`src/include/host_port_pkg.sv`:
```
// Purpose: Shared constants, carriers and state for the strapped host access port.
// Assumes: One 20 MHz clock; host pins are asynchronous and pass a two-stage synchroniser.

package host_port_pkg;

   localparam int ADDR_W = 11;
   localparam int DATA_W = 16;

   localparam logic [1:0] MODE_STROBE_PAIR   = 2'h0;
   localparam logic [1:0] MODE_DATA_STROBE   = 2'h1;
   localparam logic [1:0] MODE_SERIAL_PERIPH = 2'h2;
   localparam logic [1:0] MODE_SERIAL_SELECT = 2'h3;

   // Strap field positions on the host data and address pins
   localparam int STRAP_M_LSB   = 11;
   localparam int STRAP_M_W     = 5;
   localparam int STRAP_N_LSB   = 5;
   localparam int STRAP_N_W     = 6;
   localparam int SRC_STRAP_W   = 6;
   localparam logic [1:0] SRC_ADDR_LSBS = 2'h2;

   // Byte lane enables toward the register file
   localparam logic [1:0] LANES_NONE = 2'h0;
   localparam logic [1:0] LANES_LOW  = 2'h1;
   localparam logic [1:0] LANES_HIGH = 2'h2;
   localparam logic [1:0] LANES_WORD = 2'h3;

   // Timing
   localparam int CLK_MHZ          = 20;
   localparam int READY_HOLD_NS    = 50;
   localparam int READY_HOLD_RAW   = (READY_HOLD_NS * CLK_MHZ + 999) / 1000;
   localparam int READY_HOLD_CYC   = (READY_HOLD_RAW < 1) ? 1 : READY_HOLD_RAW;
   localparam int STRAP_SETTLE_CYC = 2;

   typedef struct packed {
      logic              selectN;
      logic              readN;
      logic              writeN;
      logic              dataStrobeN;
      logic              readNotWrite;
      logic              addrLatchEn;
      logic              highByteEnableN;
      logic              lowByteEnableN;
      logic [ADDR_W-1:0] addr;
      logic [DATA_W-1:0] data;
      logic [1:0]        modeStrap;
   } hostPins_s;

   typedef struct packed {
      logic [ADDR_W-1:0] addr;
      logic [DATA_W-1:0] wrData;
      logic [1:0]        byteEn;
      logic              wr;
      logic              rd;
   } regReq_s;

   typedef enum logic [3:0] {
      ST_STRAP,
      ST_IDLE,
      ST_RD_FETCH,
      ST_RD_SHOW,
      ST_RD_DONE,
      ST_RD_HOLD,
      ST_WR_WAIT,
      ST_WR_DONE,
      ST_ACK_WAIT
   } access_e;

   typedef struct packed {
      access_e              fsm;
      logic [1:0]           strapCnt;
      logic                 strapDone;
      logic [1:0]           mode;
      logic [7:0]           srcAddr;
      logic [STRAP_M_W-1:0] strapM;
      logic [STRAP_N_W-1:0] strapN;
      logic [STRAP_M_W-1:0] pllM;
      logic [STRAP_N_W-1:0] pllN;
      logic                 aleLast;
      logic                 muxBus;
      logic [ADDR_W-1:0]    latchedAddr;
      logic [1:0]           lanes;
      logic                 oddByte;
      logic [2:0]           holdCnt;
      logic                 ready;
      logic                 ackN;
      logic [DATA_W-1:0]    dataOut;
      logic [1:0]           dataOe;
      regReq_s              req;
   } portState_s;

   localparam portState_s PORT_RESET = '{
      fsm:         ST_STRAP,
      strapCnt:    2'h0,
      strapDone:   1'b0,
      mode:        MODE_STROBE_PAIR,
      srcAddr:     8'h00,
      strapM:      '0,
      strapN:      '0,
      pllM:        '0,
      pllN:        '0,
      aleLast:     1'b0,
      muxBus:      1'b0,
      latchedAddr: '0,
      lanes:       LANES_NONE,
      oddByte:     1'b0,
      holdCnt:     3'h0,
      ready:       1'b1,
      ackN:        1'b1,
      dataOut:     16'h0000,
      dataOe:      2'h0,
      req:         '0
   };

endpackage

```
`src/rtl/pin_sync.sv`:
```
// Purpose: Two-stage synchroniser for a bundle of asynchronous levels.
// Assumes: Reset value of both stages is zero.
// Notes:   The first stage feeds only the second stage.
`timescale 1ns/100ps
`default_nettype none

module pin_sync #(
   parameter int WIDTH = 1
) (
   input  wire logic             clk,
   input  wire logic             rst_n,
   input  wire logic [WIDTH-1:0] d,
   output logic      [WIDTH-1:0] q
);

   logic [WIDTH-1:0] meta_q;

   always_ff @(posedge clk or negedge rst_n) begin
      if (!rst_n) begin
         meta_q <= '0;
         q      <= '0;
      end else begin
         meta_q <= d;
         q      <= meta_q;
      end
   end

endmodule

`default_nettype wire

```
`src/rtl/async_host_port_strapping.sv`:
```
// Purpose: Strapped host interface selection and asynchronous parallel register port.
// Assumes: Host pins are asynchronous; register file answers a read in the next cycle.
// Notes:   Handshake outputs follow the synchronised strobes, so they lag pins by at least 2-3 cycles.
`timescale 1ns/100ps
`default_nettype none

module async_host_port_strapping (
   input  wire logic                           clk,
   input  wire logic                           arst_n,
   input  wire logic [1:0]                     host_mode_strap,
   input  wire logic                           selectN,
   input  wire logic                           readN,
   input  wire logic                           writeN,
   input  wire logic                           dataStrobeN,
   input  wire logic                           readNotWrite,
   input  wire logic                           addrLatchEn,
   input  wire logic                           high_byte_enable_n,
   input  wire logic                           low_byte_enable_n,
   input  wire logic [host_port_pkg::ADDR_W-1:0] hostAddr,
   input  wire logic [host_port_pkg::DATA_W-1:0] hostDataIn,
   output logic      [host_port_pkg::DATA_W-1:0] hostDataOut,
   output logic      [host_port_pkg::DATA_W-1:0] hostDataOe,
   output logic                                ready,
   output logic                                transfer_acknowledge_n,
   input  wire logic                           busWide16,
   input  wire logic [host_port_pkg::STRAP_M_W-1:0] pll_div_m_reg,
   input  wire logic [host_port_pkg::STRAP_N_W-1:0] pll_div_n_reg,
   output logic      [host_port_pkg::STRAP_M_W-1:0] pllDivM,
   output logic      [host_port_pkg::STRAP_N_W-1:0] pllDivN,
   output logic      [1:0]                     hostMode,
   output logic                                hostModeValid,
   output logic      [7:0]                     serialSrcAddr,
   output logic      [host_port_pkg::ADDR_W-1:0] regAddr,
   output logic      [host_port_pkg::DATA_W-1:0] regWrData,
   output logic      [1:0]                     regByteEn,
   output logic                                regWr,
   output logic                                regRd,
   input  wire logic [host_port_pkg::DATA_W-1:0] regRdData
);

   localparam int PIN_W = $bits(host_port_pkg::hostPins_s);

   logic                       rstN;
   host_port_pkg::hostPins_s   rawPins;
   host_port_pkg::hostPins_s   pins;
   host_port_pkg::portState_s  s_q;
   host_port_pkg::portState_s  s_d;

   // Decoded view of the current synchronised pins
   logic                              stylePair;
   logic                              styleStrobe;
   logic                              portSel;
   logic                              rdActive;
   logic                              wrActive;
   logic                              rdReleased;
   logic                              wrReleased;
   logic [host_port_pkg::ADDR_W-1:0]  accAddr;
   logic                              byteEnN;
   logic [1:0]                        laneSel;
   logic                              laneSwap;
   logic [host_port_pkg::DATA_W-1:0]  pinToReg;
   logic [host_port_pkg::DATA_W-1:0]  regToPin;
   logic [1:0]                        pinLanes;

   // Reset release is synchronised; assertion stays asynchronous
   pin_sync #(
      .WIDTH (1)
   ) u_rst_sync (
      .clk   (clk),
      .rst_n (arst_n),
      .d     (1'b1),
      .q     (rstN)
   );

   assign rawPins.selectN         = selectN;
   assign rawPins.readN           = readN;
   assign rawPins.writeN          = writeN;
   assign rawPins.dataStrobeN     = dataStrobeN;
   assign rawPins.readNotWrite    = readNotWrite;
   assign rawPins.addrLatchEn     = addrLatchEn;
   assign rawPins.highByteEnableN = high_byte_enable_n;
   assign rawPins.lowByteEnableN  = low_byte_enable_n;
   assign rawPins.addr            = hostAddr;
   assign rawPins.data            = hostDataIn;
   assign rawPins.modeStrap       = host_mode_strap;

   // Every host pin, straps included, crosses through two flops
   pin_sync #(
      .WIDTH (PIN_W)
   ) u_pin_sync (
      .clk   (clk),
      .rst_n (rstN),
      .d     (rawPins),
      .q     (pins)
   );

   always_comb begin
      stylePair   = s_q.strapDone && (s_q.mode == host_port_pkg::MODE_STROBE_PAIR);
      styleStrobe = s_q.strapDone && (s_q.mode == host_port_pkg::MODE_DATA_STROBE);
      portSel     = !pins.selectN && (stylePair || styleStrobe);
      rdActive    = stylePair ? !pins.readN : (!pins.dataStrobeN && pins.readNotWrite);
      wrActive    = stylePair ? !pins.writeN : (!pins.dataStrobeN && !pins.readNotWrite);
      rdReleased  = stylePair ? pins.readN : pins.dataStrobeN;
      wrReleased  = stylePair ? pins.writeN : pins.dataStrobeN;
      // Multiplexed bus only exists in strobe-pair style
      accAddr     = (s_q.muxBus && stylePair) ? s_q.latchedAddr : pins.addr;
      byteEnN     = stylePair ? pins.highByteEnableN : pins.lowByteEnableN;
      if (!busWide16) begin
         laneSel = accAddr[0] ? host_port_pkg::LANES_HIGH : host_port_pkg::LANES_LOW;
      end else begin
         case ({byteEnN, accAddr[0]})
            2'b00:   laneSel = host_port_pkg::LANES_WORD;
            2'b01:   laneSel = host_port_pkg::LANES_HIGH;
            2'b10:   laneSel = host_port_pkg::LANES_LOW;
            default: laneSel = host_port_pkg::LANES_NONE;
         endcase
      end
      // On a 16-bit bus, data-strobe style carries the even byte on the upper pins
      laneSwap = busWide16 && styleStrobe;
      if (!busWide16) begin
         pinToReg = {pins.data[7:0], pins.data[7:0]};
         regToPin = {8'h00, s_q.oddByte ? regRdData[15:8] : regRdData[7:0]};
         pinLanes = (s_q.lanes == host_port_pkg::LANES_NONE) ? 2'h0 : 2'h1;
      end else if (laneSwap) begin
         pinToReg = {pins.data[7:0], pins.data[15:8]};
         regToPin = {regRdData[7:0], regRdData[15:8]};
         pinLanes = {s_q.lanes[0], s_q.lanes[1]};
      end else begin
         pinToReg = pins.data;
         regToPin = regRdData;
         pinLanes = s_q.lanes;
      end
   end

   always_comb begin
      s_d        = s_q;
      s_d.req.wr = 1'b0;
      s_d.req.rd = 1'b0;

      // A moving latch enable marks a multiplexed bus; address taken on its falling edge
      s_d.aleLast = pins.addrLatchEn;
      if (stylePair && (pins.addrLatchEn != s_q.aleLast)) begin
         s_d.muxBus = 1'b1;
      end
      if (stylePair && s_q.aleLast && !pins.addrLatchEn) begin
         s_d.latchedAddr = pins.data[host_port_pkg::ADDR_W-1:0];
      end

      // Serial modes take the strapped dividers, parallel modes the register fields
      if (s_q.strapDone && s_q.mode[1]) begin
         s_d.pllM = s_q.strapM;
         s_d.pllN = s_q.strapN;
      end else begin
         s_d.pllM = pll_div_m_reg;
         s_d.pllN = pll_div_n_reg;
      end

      case (s_q.fsm)
         host_port_pkg::ST_STRAP: begin
            // Wait for the synchroniser to fill before trusting strapped levels
            s_d.strapCnt = s_q.strapCnt + 2'h1;
            if (s_q.strapCnt == 2'(host_port_pkg::STRAP_SETTLE_CYC)) begin
               s_d.mode      = pins.modeStrap;
               s_d.strapDone = 1'b1;
               if (pins.modeStrap == host_port_pkg::MODE_SERIAL_SELECT) begin
                  s_d.srcAddr = {pins.addr[host_port_pkg::SRC_STRAP_W-1:0],
                                 host_port_pkg::SRC_ADDR_LSBS};
               end
               if (pins.modeStrap[1]) begin
                  s_d.strapM = pins.data[host_port_pkg::STRAP_M_LSB +: host_port_pkg::STRAP_M_W];
                  s_d.strapN = pins.data[host_port_pkg::STRAP_N_LSB +: host_port_pkg::STRAP_N_W];
               end
               s_d.fsm = host_port_pkg::ST_IDLE;
            end
         end

         host_port_pkg::ST_IDLE: begin
            // Each access is decoded afresh, so byte and word accesses mix freely
            if (portSel && rdActive) begin
               s_d.lanes      = laneSel;
               s_d.oddByte    = accAddr[0];
               s_d.req.addr   = accAddr;
               s_d.req.byteEn = laneSel;
               s_d.req.rd     = (laneSel != host_port_pkg::LANES_NONE);
               s_d.fsm        = host_port_pkg::ST_RD_FETCH;
            end else if (portSel && wrActive) begin
               s_d.lanes      = laneSel;
               s_d.oddByte    = accAddr[0];
               s_d.req.addr   = accAddr;
               s_d.req.byteEn = laneSel;
               if (stylePair) begin
                  s_d.ready = 1'b0;
                  s_d.fsm   = host_port_pkg::ST_WR_WAIT;
               end else begin
                  // Data-strobe write data is set up before the strobe falls
                  s_d.req.wrData = pinToReg;
                  s_d.req.wr     = (laneSel != host_port_pkg::LANES_NONE);
                  s_d.fsm        = host_port_pkg::ST_ACK_WAIT;
               end
            end
         end

         host_port_pkg::ST_RD_FETCH: begin
            s_d.fsm = host_port_pkg::ST_RD_SHOW;
         end

         host_port_pkg::ST_RD_SHOW: begin
            s_d.dataOut = regToPin;
            s_d.dataOe  = pinLanes;
            s_d.fsm     = host_port_pkg::ST_RD_DONE;
         end

         host_port_pkg::ST_RD_DONE: begin
            // Data pins have stood for a cycle before the handshake moves
            if (stylePair) begin
               s_d.ready = 1'b0;
            end else begin
               s_d.ackN = 1'b0;
            end
            if (rdReleased) begin
               s_d.dataOe = 2'h0;
               if (stylePair) begin
                  s_d.holdCnt = 3'(host_port_pkg::READY_HOLD_CYC);
                  s_d.fsm     = host_port_pkg::ST_RD_HOLD;
               end else begin
                  s_d.ackN = 1'b1;
                  s_d.fsm  = host_port_pkg::ST_IDLE;
               end
            end
         end

         host_port_pkg::ST_RD_HOLD: begin
            if (s_q.holdCnt <= 3'h1) begin
               s_d.ready = 1'b1;
               s_d.fsm   = host_port_pkg::ST_IDLE;
            end else begin
               s_d.holdCnt = s_q.holdCnt - 3'h1;
            end
         end

         host_port_pkg::ST_WR_WAIT: begin
            // Strobe-pair data is valid at the rising write strobe
            if (wrReleased) begin
               s_d.req.wrData = pinToReg;
               s_d.req.wr     = (s_q.lanes != host_port_pkg::LANES_NONE);
               s_d.fsm        = host_port_pkg::ST_WR_DONE;
            end
         end

         host_port_pkg::ST_WR_DONE: begin
            // The store happens on this cycle's edge, so ready rises right after it
            s_d.ready = 1'b1;
            s_d.fsm   = host_port_pkg::ST_IDLE;
         end

         host_port_pkg::ST_ACK_WAIT: begin
            s_d.ackN = 1'b0;
            if (wrReleased) begin
               s_d.ackN = 1'b1;
               s_d.fsm  = host_port_pkg::ST_IDLE;
            end
         end

         default: begin
            s_d = host_port_pkg::PORT_RESET;
         end
      endcase
   end

   always_ff @(posedge clk or negedge rstN) begin
      if (!rstN) begin
         s_q <= host_port_pkg::PORT_RESET;
      end else begin
         s_q <= s_d;
      end
   end

   assign hostDataOut            = s_q.dataOut;
   assign hostDataOe             = {{8{s_q.dataOe[1]}}, {8{s_q.dataOe[0]}}};
   assign ready                  = s_q.ready;
   assign transfer_acknowledge_n = s_q.ackN;
   assign pllDivM                = s_q.pllM;
   assign pllDivN                = s_q.pllN;
   assign hostMode               = s_q.mode;
   assign hostModeValid          = s_q.strapDone;
   assign serialSrcAddr          = s_q.srcAddr;
   assign regAddr                = s_q.req.addr;
   assign regWrData              = s_q.req.wrData;
   assign regByteEn              = s_q.req.byteEn;
   assign regWr                  = s_q.req.wr;
   assign regRd                  = s_q.req.rd;

endmodule

`default_nettype wire

```
`config.mk`:
```
export PLATFORM = sky130hd
export DESIGN_NAME = async_host_port_strapping
export DESIGN_NICKNAME = d
export VERILOG_FILES = /design/src/include/host_port_pkg.sv /design/src/rtl/pin_sync.sv /design/src/rtl/async_host_port_strapping.sv
export SDC_FILE = /design/constraint.sdc
export NUM_CORES = 1
export LEC_CHECK = 0
export BUFFER_PORTS_ARGS = -buffer_cell sky130_fd_sc_hd__buf_2
export CAP_MARGIN = 10
export CORE_ASPECT_RATIO = 0.7
export CORE_MARGIN = 1.5
export CORE_UTILIZATION = 59
export CTS_BUF_LIST = sky130_fd_sc_hd__clkbuf_16
export CTS_CLUSTER_SIZE = 16
export DETAILED_ROUTE_END_ITERATION = 7
export PLACE_DENSITY_LB_ADDON = 0.08
export SYNTH_ARGS = -nofsm -noshare
export SYNTH_HDL_FRONTEND = slang
export SYNTH_SLANG_ARGS = --single-unit
```
`constraint.sdc`:
```
create_clock -name clk -period 13.25 [get_ports clk]
set_input_delay 1.325 -clock clk [delete_from_list [all_inputs] [get_ports clk]]
set_output_delay 1.325 -clock clk [all_outputs]
set_load 0.05 [all_outputs]
```
==> results of run 1 <==
## layout make-up
type                            instances  area (sq um)
Sequential cell                       184          4611
Fill cell                             961          4016
Multi-Input combinational cell        380          2434
Timing Repair Buffer                  159         813.3
Clock buffer                           17         425.4
Tap cell                              162         202.7
Clock inverter                         15         148.9
Inverter                                7         26.28
## metal layers
layer  global-route usage (%)  wire (microns)  part of all wire, %  vias up
li1                         -               -                    -     2398
met1                    39.54            8551                   49     2584
met2                    37.70            7455                   43      210
met3                    6.066            1123                  6.5       21
met4                    8.574             272                  1.6        0
met5                        0               0                    0        -
## path summary, 6_finish.rpt
kind | start | end
worst min-delay path | u_pin_sync.meta_q[36] | u_pin_sync.q[36]
min in group asynchronous | u_rst_sync.q | u_pin_sync.meta_q[33]
max in group asynchronous | u_rst_sync.q | s_q[86]
worst min register to register | u_pin_sync.meta_q[36] | u_pin_sync.q[36]
worst max register to register | s_q[108] | regWrData[7]
worst max-delay path | s_q[108] | regWrData[7]
## stage by stage
| stage | instances | worst slack (ps) | hold WS (ps) |
|---|---|---|---|
| after detailed placement | 892 | 10150 | 334.7 |
| after global routing | 924 | 10170 | 352.7 |
| final | 924 | 10360 | 349.0 |
| after global placement | 892 | 10300 | 331.5 |
| after CTS | 924 | 10400 | 351.5 |
| after floorplan | 684 | 7747 | 331.2 |
## cell usage in the layout, fill, tap and decap left out, drive strengths merged, types with 3 or more instances in the layout
| master | instances |
|---|---|
| a21o | 5 |
| a21oi | 41 |
| a22o | 12 |
| a22oi | 3 |
| a31oi | 4 |
| a32o | 6 |
| and2 | 3 |
| buf | 159 |
| clkbuf | 17 |
| clkinv | 4 |
| dfrtp | 182 |
| ha | 3 |
| inv | 18 |
| mux2 | 18 |
| mux2i | 42 |
| nand2 | 95 |
| nand2b | 5 |
| nand3 | 11 |
| nor2 | 31 |
| nor2b | 8 |
| nor3 | 4 |
| nor3b | 3 |
| o21ai | 42 |
| o31ai | 5 |
## power breakdown
| part | switching, mW | leakage (nW) | internal, mW | total [mW] |
|---|---|---|---|---|
| clock network | 0.239 | 0.288 | 0.252 | 0.491 |
| registers | 0.129 | 2.29 | 0.708 | 0.837 |
| logic | 0.671 | 1.85 | 0.277 | 0.948 |
## sequential cells by signal, summed over array words and instances (netlist names), 2 cells and up
name	cells
hostDataOe	2
hostDataOut	16
hostMode	2
pllDivM	5
pllDivN	6
regAddr	11
regByteEn	2
regWrData	16
s_q	36
serialSrcAddr	7
u_pin_sync.meta_q	37
u_pin_sync.q	37
## worst max-delay path, delay by kind of cell, from the launching register on
kind / cells / cell delay (ps)
AO/OA/AOI/OAI: 2 / 640
buffers and inverters: 2 / 750
multiplexers: 1 / 410
AND/OR/NAND/NOR: 1 / 190
flip-flops: 1 / 760
## cells by family after synthesis
logic type / Yosys count
adders and majority gates: 3
muxes: 60
AOI/OAI and AO/OA: 136
DFF: 184
other: 2
buffers and inverters: 120
and+or+nand+nor: 177
xor gates and xnor gates: 2
==> results.md, run 1 <==
- The flow ran to the end, and the final reports show no timing, DRC or antenna violations.
- The synthesized design spends more area on one cell type than any other, namely dfrtp_1.
- Sorting the synthesized cells by how often they occur yields dfrtp_1 (182), nand2_1 (95), buf_4 (82).
- The last weighted congestion value of the routability-driven placer is 0.8590.
- For flop-to-flop paths, the worst setup slack is 10360 ps.
- The effective utilization at floorplan is 61.62%.
- The violation count after the first detailed-route iteration is 339.
- The number of buffers on the longest clock path is 2.
- The worst setup path is launched from a flop.
- The remaining global-route overflow is 0.
- Summing internal, switching and leakage power gives 2.276 mW.
- For this run, the total global-route usage over all layers was measured as 26.16%.
- Summing all placed instances gives a cell area of 8087 sq um.
- The root buffer cell chosen for the clock tree is clkbuf_16.
- For the worst-skew pair, the clock arrives at the later sink with an insertion delay of 430 ps.
- The post-layout instance area is 8661 sq um.
- The total leakage power is 4.427 nW.
- The number of pins with negative max-slew slack in the final report is 0.
- In this run the biggest area consumer among cell types represents 58.31% of the synthesized area.
- The sequential cell area fraction in the yosys report is 58.98%.
- The proportion of layout cells with a drive suffix above 1 is 29.66%.
- The number of endpoints with negative hold slack in the final report is 0.
- The fraction of the mapped netlist area in compound gates is 11.24%.
- The number of nets still failing antenna checks after routing is 0.
- In this run, CTS created clock tree buffers numbering 17.
- The power density normalized to cell area is 262.8 nW/um^2.
- The vertical extent of the die is 99.27 microns.
- The number of antenna violations at the first check in global routing is 0.
- The netlist area before placement is 7811 sq um.
- The clock tree from TritonCTS is yes.
- The cell at the slowest stage of the critical path is dfrtp_1.
- Of the total synthesized cell area, the portion taken by full adders, half adders and majority gates is 0.4805%.
- The setup violation total in the final timing report is 0.
- The core region area is 12680 sq um.
- After synthesis, the largest family of logic cells by area is compound AO/OA/AOI/OAI gates.
- Of all nets on the critical path, the largest fanout is 26.
- Summing the areas of all xor and xnor instances in the mapped netlist gives 0.2243% of the synthesized area.
- The worst hold path belongs to the class flop to flop.
- The endpoint arrival time on the critical path is 3200 ps.
- After technology mapping, the gate count stands at 684.
- The synthesized-area fraction occupied by and/or/nand/nor cells is 10.89%.
- The clock drives 184 sinks.
- Derived from the worst setup path, the maximum achievable clock frequency is 345.7 MHz.
- Across the VDD grid, the largest voltage drop is 0.1260 mV.
- The final routed DRC violation total is 0.
- Gates resized during post-CTS repair numbered 0.
- The post-route clock period utilization is 21.83%.
- The global-route wire length before repair is 27590 microns.
- The routed design has 17400 microns of wire.
- The number of nets handed over by synthesis was 754.
- Using the TritonRoute via totals, the vias-per-cell ratio works out to 5.642.
- Summing over every cut layer, the via total after detailed routing is 5213.
- The setup skew after layout is 16.74 ps.
- The via count of the first global-routing pass came to 5060.
- For the pin with the worst max-slew slack, the measured transition is 1035 ps.
- The floorplan step set the die width to 140.5 microns.
- The maximum number of pins on one net before global-route repair is 71.
- Summed over all nets, the half-perimeter wirelength after detailed placement is 12090 microns.
- The signal on the critical path passes through inv_1 -> nor2_2 -> buf_4 -> a31oi_1 -> a22oi_4 -> mux2_2.
- STA classifies the critical path endpoint as a flop.
- The clock-pin slew on the worst setup and hold paths is 70 ps.
- The post-synthesis area per instance is 11.42 sq um.
- The final standard cell utilization of the core is 68.32%.
- Data on the critical path is required at its endpoint by 13560 ps.
- The area growth from synthesis to final layout is 10.88%.
- The cell depth of the worst min-delay path is 0.
- The delay of the slowest critical-path stage is 760 ps.
- 154 I/O pins were placed.
- In this run the tightest slew margin relative to its limit is 30.90%.
- Buffers inserted to repair hold after CTS numbered 0.
- The category of the most critical setup path is flop to flop.
- The count of buffers added by post-CTS timing repair for setup is 0.
- Setup repair after global routing left no endpoint under its margin.
- The final layout contains 819 nets.
- The number of cells traversed by the worst register-to-register path is 6.
- The H-tree was split into 4 levels.
- The most numerous cell in the Yosys netlist is dfrtp_1.
- For this run, the number of Yosys warnings is 0.
- After synthesis, the share of flip-flops with an asynchronous set or reset is 100.0%.
- The max-cap violation count is 0.
- The number of I/O port buffers is 152.
- The primary flip-flop cell chosen by synthesis mapping is dfrtp_1.
- The post-route setup TNS is 0 ps.
- The die area is 13950 sq um.
- The worst path in the final design needs a cycle of 2893 ps, including I/O delays and setup.
- The portion of synthesized area spent on multiplexers is 8.025%.
- 0 antenna diodes ended up in the layout.
- The routed wirelength normalized by instance count is 18.83 microns.
- The post-synthesis sequential element count is 184.
- The first-pass iteration count of the detailed router is 5.
- The number of enable flip-flop cells after synthesis is 0.
- By area the synthesized netlist is led by dfrtp_1 (58%), buf_4 (7.9%), mux2i_1 (5.4%).
- After floorplanning, the core was divided into 34 placement rows.
- The count of distinct cell types in the synthesized netlist is 68.
Power figures use the tool's default switching activity.
==> inputs of run 2 (changes only) <==
--- a/config.mk
+++ b/config.mk
@@ -9,7 +9,7 @@
 export CAP_MARGIN = 10
 export CORE_ASPECT_RATIO = 0.7
 export CORE_MARGIN = 1.5
-export CORE_UTILIZATION = 59
+export CORE_UTILIZATION = 55
 export CTS_BUF_LIST = sky130_fd_sc_hd__clkbuf_16
 export CTS_CLUSTER_SIZE = 16
 export DETAILED_ROUTE_END_ITERATION = 7
==> constraint.sdc (replaced) <==
create_clock -name clk -period 2.9 [get_ports clk]
set_input_delay 0.29 -clock clk [delete_from_list [all_inputs] [get_ports clk]]
set_output_delay 0.29 -clock clk [all_outputs]
set_load 0.05 [all_outputs]
==> run 2 against run 1 <==
Critical endpoint is now regWrData[0]. Cell area rose by 5.7%. Critical path depth shrank 1. Utilization shrank 2.3 points. Final cell count increased by 8.0%. Hold slack worse by 240 ps. Maximum frequency grew 17%. Critical path type unchanged. Clock power rose to 4.5 times the previous value. Register-to-register slack worse by 9900 ps. Non-clock buffer count rose by 47. Routed wire length up 0.68%. Via count grew 3.5%.
==> results.md, run 2 (synthesis gave the netlist of run 1 again) <==
- The die extent in x is 145.4 microns (was 140.5 microns).
- The H-tree level count is 4 (unchanged).
- The number of I/O port buffers is 152 (unchanged).
- The worst-margin pin slew came to 734.5 ps (was 1035 ps).
- The total leakage power is 4.622 nW (was 4.427 nW).
- The post-detailed-placement half-perimeter wirelength was 12120 microns (was 12090 microns).
- The delay of the slowest critical-path stage is 560 ps (was 760 ps).
- Setup repair after global routing missed its margin: no (unchanged).
- The final routed DRC violation total is 0 (unchanged).
- Top flop regs: u_pin_sync.meta_q: 37 flops, u_pin_sync.q: 37 flops, s_q: 36 flops (unchanged).
- The count of buffering cells on the critical path with inverters included is 0 (was 2).
- The total placed cells including tap cells is 928 (was 892).
- The violation count after the first detailed-route iteration is 336 (was 339).
- The setup skew after layout was 10.36 ps (was 16.74 ps).
- The number of non-filler instances in the completed layout is 998 (was 924).
- The final period demand of the worst path was 2474 ps (was 2893 ps).
- The via-per-instance ratio is 5.406 (was 5.642).
- The count of buffers added by post-CTS timing repair for setup is 0 (unchanged).
- Result of the run: finished clean (unchanged).
- The worst hold margin is 107.7 ps (was 349.0 ps).
- The master cell of the clock root buffer is clkbuf_16 (unchanged).
- The later-pin clock latency in the skew report came to 420 ps (was 430 ps).
- The endpoint arrival time on the critical path is 2780 ps (was 3200 ps).
- The endpoint kind of the worst setup timing path is a flop (unchanged).
- The via count of the first global-routing pass came to 5291 (was 5060).
- The most frequent standard cell in the layout excluding fill and tap cells is dfrtp_1 (unchanged).
- The family with the most delay on the worst path is multiplexers (was flip-flops).
- The maximum number of pins on one net before global-route repair was 69 (was 71).
- The total detailed-routing wirelength was 17520 microns (was 17400 microns).
- The worst voltage drop across the vdd grid is 0.4714 mV (was 0.1260 mV).
- The vertical extent of the die is 102.7 microns (was 99.27 microns).
- The element type at the critical path start is a flop (unchanged).
- The required time reported for the critical path endpoint is 3200 ps (was 13560 ps).
- The clock tree from TritonCTS is yes (unchanged).
- Cells along the critical path: or3b_4 -> mux2_4 -> nand3_2 -> a22oi_4 -> mux2_2 (was inv_1 -> nor2_2 -> buf_4 -> a31oi_1 -> a22oi_4 -> mux2_2).
- The cell at the slowest stage of the critical path is dfrtp_1 (unchanged).
- The number of pins with negative max-slew slack in the final report is 0 (unchanged).
- The last weighted congestion value of the routability-driven placer is 0.9248 (was 0.8590).
- The remaining global-route overflow was 0 (unchanged).
- The achievable frequency is 404.3 MHz (was 345.7 MHz).
- The post-route setup TNS came to 0 ps (unchanged).
- The relative slew slack was 50.89% (was 30.90%).
- The proportion of layout cells with a drive suffix above 1 was 29.08% (was 29.66%).
- The post-detailed-placement cell area is 8207 sq um (was 8087 sq um).
- The post-CTS resize count came to 0 (unchanged).
- The total via count in the routed design came to 5395 (was 5213).
- The number of endpoints with negative hold slack in the final report came to 0 (unchanged).
- The post-route clock period utilization came to 85.30% (was 21.83%).
- The highest fanout seen on the critical path is 16 (was 26).
- The first-pass iteration count of the detailed router is 5 (unchanged).
- The total of fill cells in the finished design was 1083 (was 961).
- The number of buffers created by CTS is 17 (unchanged).
- The core region area came to 13870 sq um (was 12680 sq um).
- The post-layout instance area is 9159 sq um (was 8661 sq um).
- The global-route total usage across every layer is 24.73% (was 26.16%).
- The final worst setup slack is 426.4 ps (was 10360 ps).
- The net count of the finished layout is 866 (was 819).
- The type of the worst min-delay path is input port to flop (was flop to flop).
- The setup violation total in the final timing report is 0 (unchanged).
- The row count is 36 (was 34).
- Most frequent cells in the layout: dfrtp_1 (181), buf_2 (152), nand2_1 (95) (unchanged).
- The number of buffers on the longest clock path was 2 (unchanged).
- The number of clock sinks is 184 (unchanged).
- The number of nets still failing antenna checks after routing is 0 (unchanged).
- The area growth from synthesis to final layout is 17.25% (was 10.88%).
- The max-cap violation count was 0 (unchanged).
- The power density normalized to cell area is 1140 nW/um^2 (was 262.8 nW/um^2).
- The final standard cell utilization of the core is 66.02% (was 68.32%).
- The number of antenna violations at the first check in global routing came to 0 (unchanged).
- The overall power after layout is 10.44 mW (was 2.276 mW).
- The clock-pin slew on the worst setup and hold paths is 70 ps (about the same).
- The die area came to 14940 sq um (was 13950 sq um).
- The number of inserted diodes is 0 (unchanged).
- The global-route wire length before repair came to 28350 microns (was 27590 microns).
- The post-place setup slack is 434.3 ps (was 10150 ps).
- The category of the most critical setup path was flop to flop (unchanged).
- The effective utilization at floorplan came to 56.30% (was 61.62%).
- The routed wirelength normalized by instance count is 17.56 microns (was 18.83 microns).
- The top-level port count is 154 (unchanged).
## run 2: cell type report
type | instances | area, sq um | area share (%)
well taps | 190 | 237.7 | 2.596
clock inverters | 14 | 138.9 | 1.516
multi-input cells | 380 | 2434 | 26.57
flip-flops and latches | 184 | 4611 | 50.34
repair buffers | 206 | 1286 | 14.04
clock buffers | 17 | 425.4 | 4.645
inverters | 7 | 26.28 | 0.2869
## run 2: layer usage
layer / vias up / global-route usage (%) / part of all wire [%]
li1: 2481 / - / -
met1: 2680 / 36.31 / 48
met2: 222 / 36.74 / 44
met3: 12 / 6.150 / 7.1
met4: 0 / 7.300 / 0.90
met5: - / 0 / 0
## run 2: worst paths after layout
check	endpoint	slack (ps)	from	cells after the start
setup / recovery	regWrData[0]	430	hostMode[0]	5
hold / removal	pllDivN[4]	110	pll_div_n_reg[4]	3
setup reg to reg	regWrData[0]	430	hostMode[0]	5
hold reg to reg	u_pin_sync.q[8]	340	u_pin_sync.meta_q[8]	0
max in group asynchronous	u_pin_sync.q[27]	1770	u_rst_sync.q	1
min in group asynchronous	u_rst_sync.q	170	arst_n	2
## run 2: worst min-delay path, cell delays in order
cell     delay [ps]
buf_2           100
nand2_1          40
a21oi_1          60
## run 2: what timing repair did
action                                  in CTS  in global routing
hold buffers                                38                  0
endpoints found under the setup margin       0                  0
hold endpoints to repair                    39                  0
## run 2: where the power goes
group	total (mW)	internal [mW]	switching [mW]
clock network	2.21	1.14	1.08
registers	3.77	3.24	0.534
logic	4.46	1.35	3.10
total	10.4	5.73	4.71
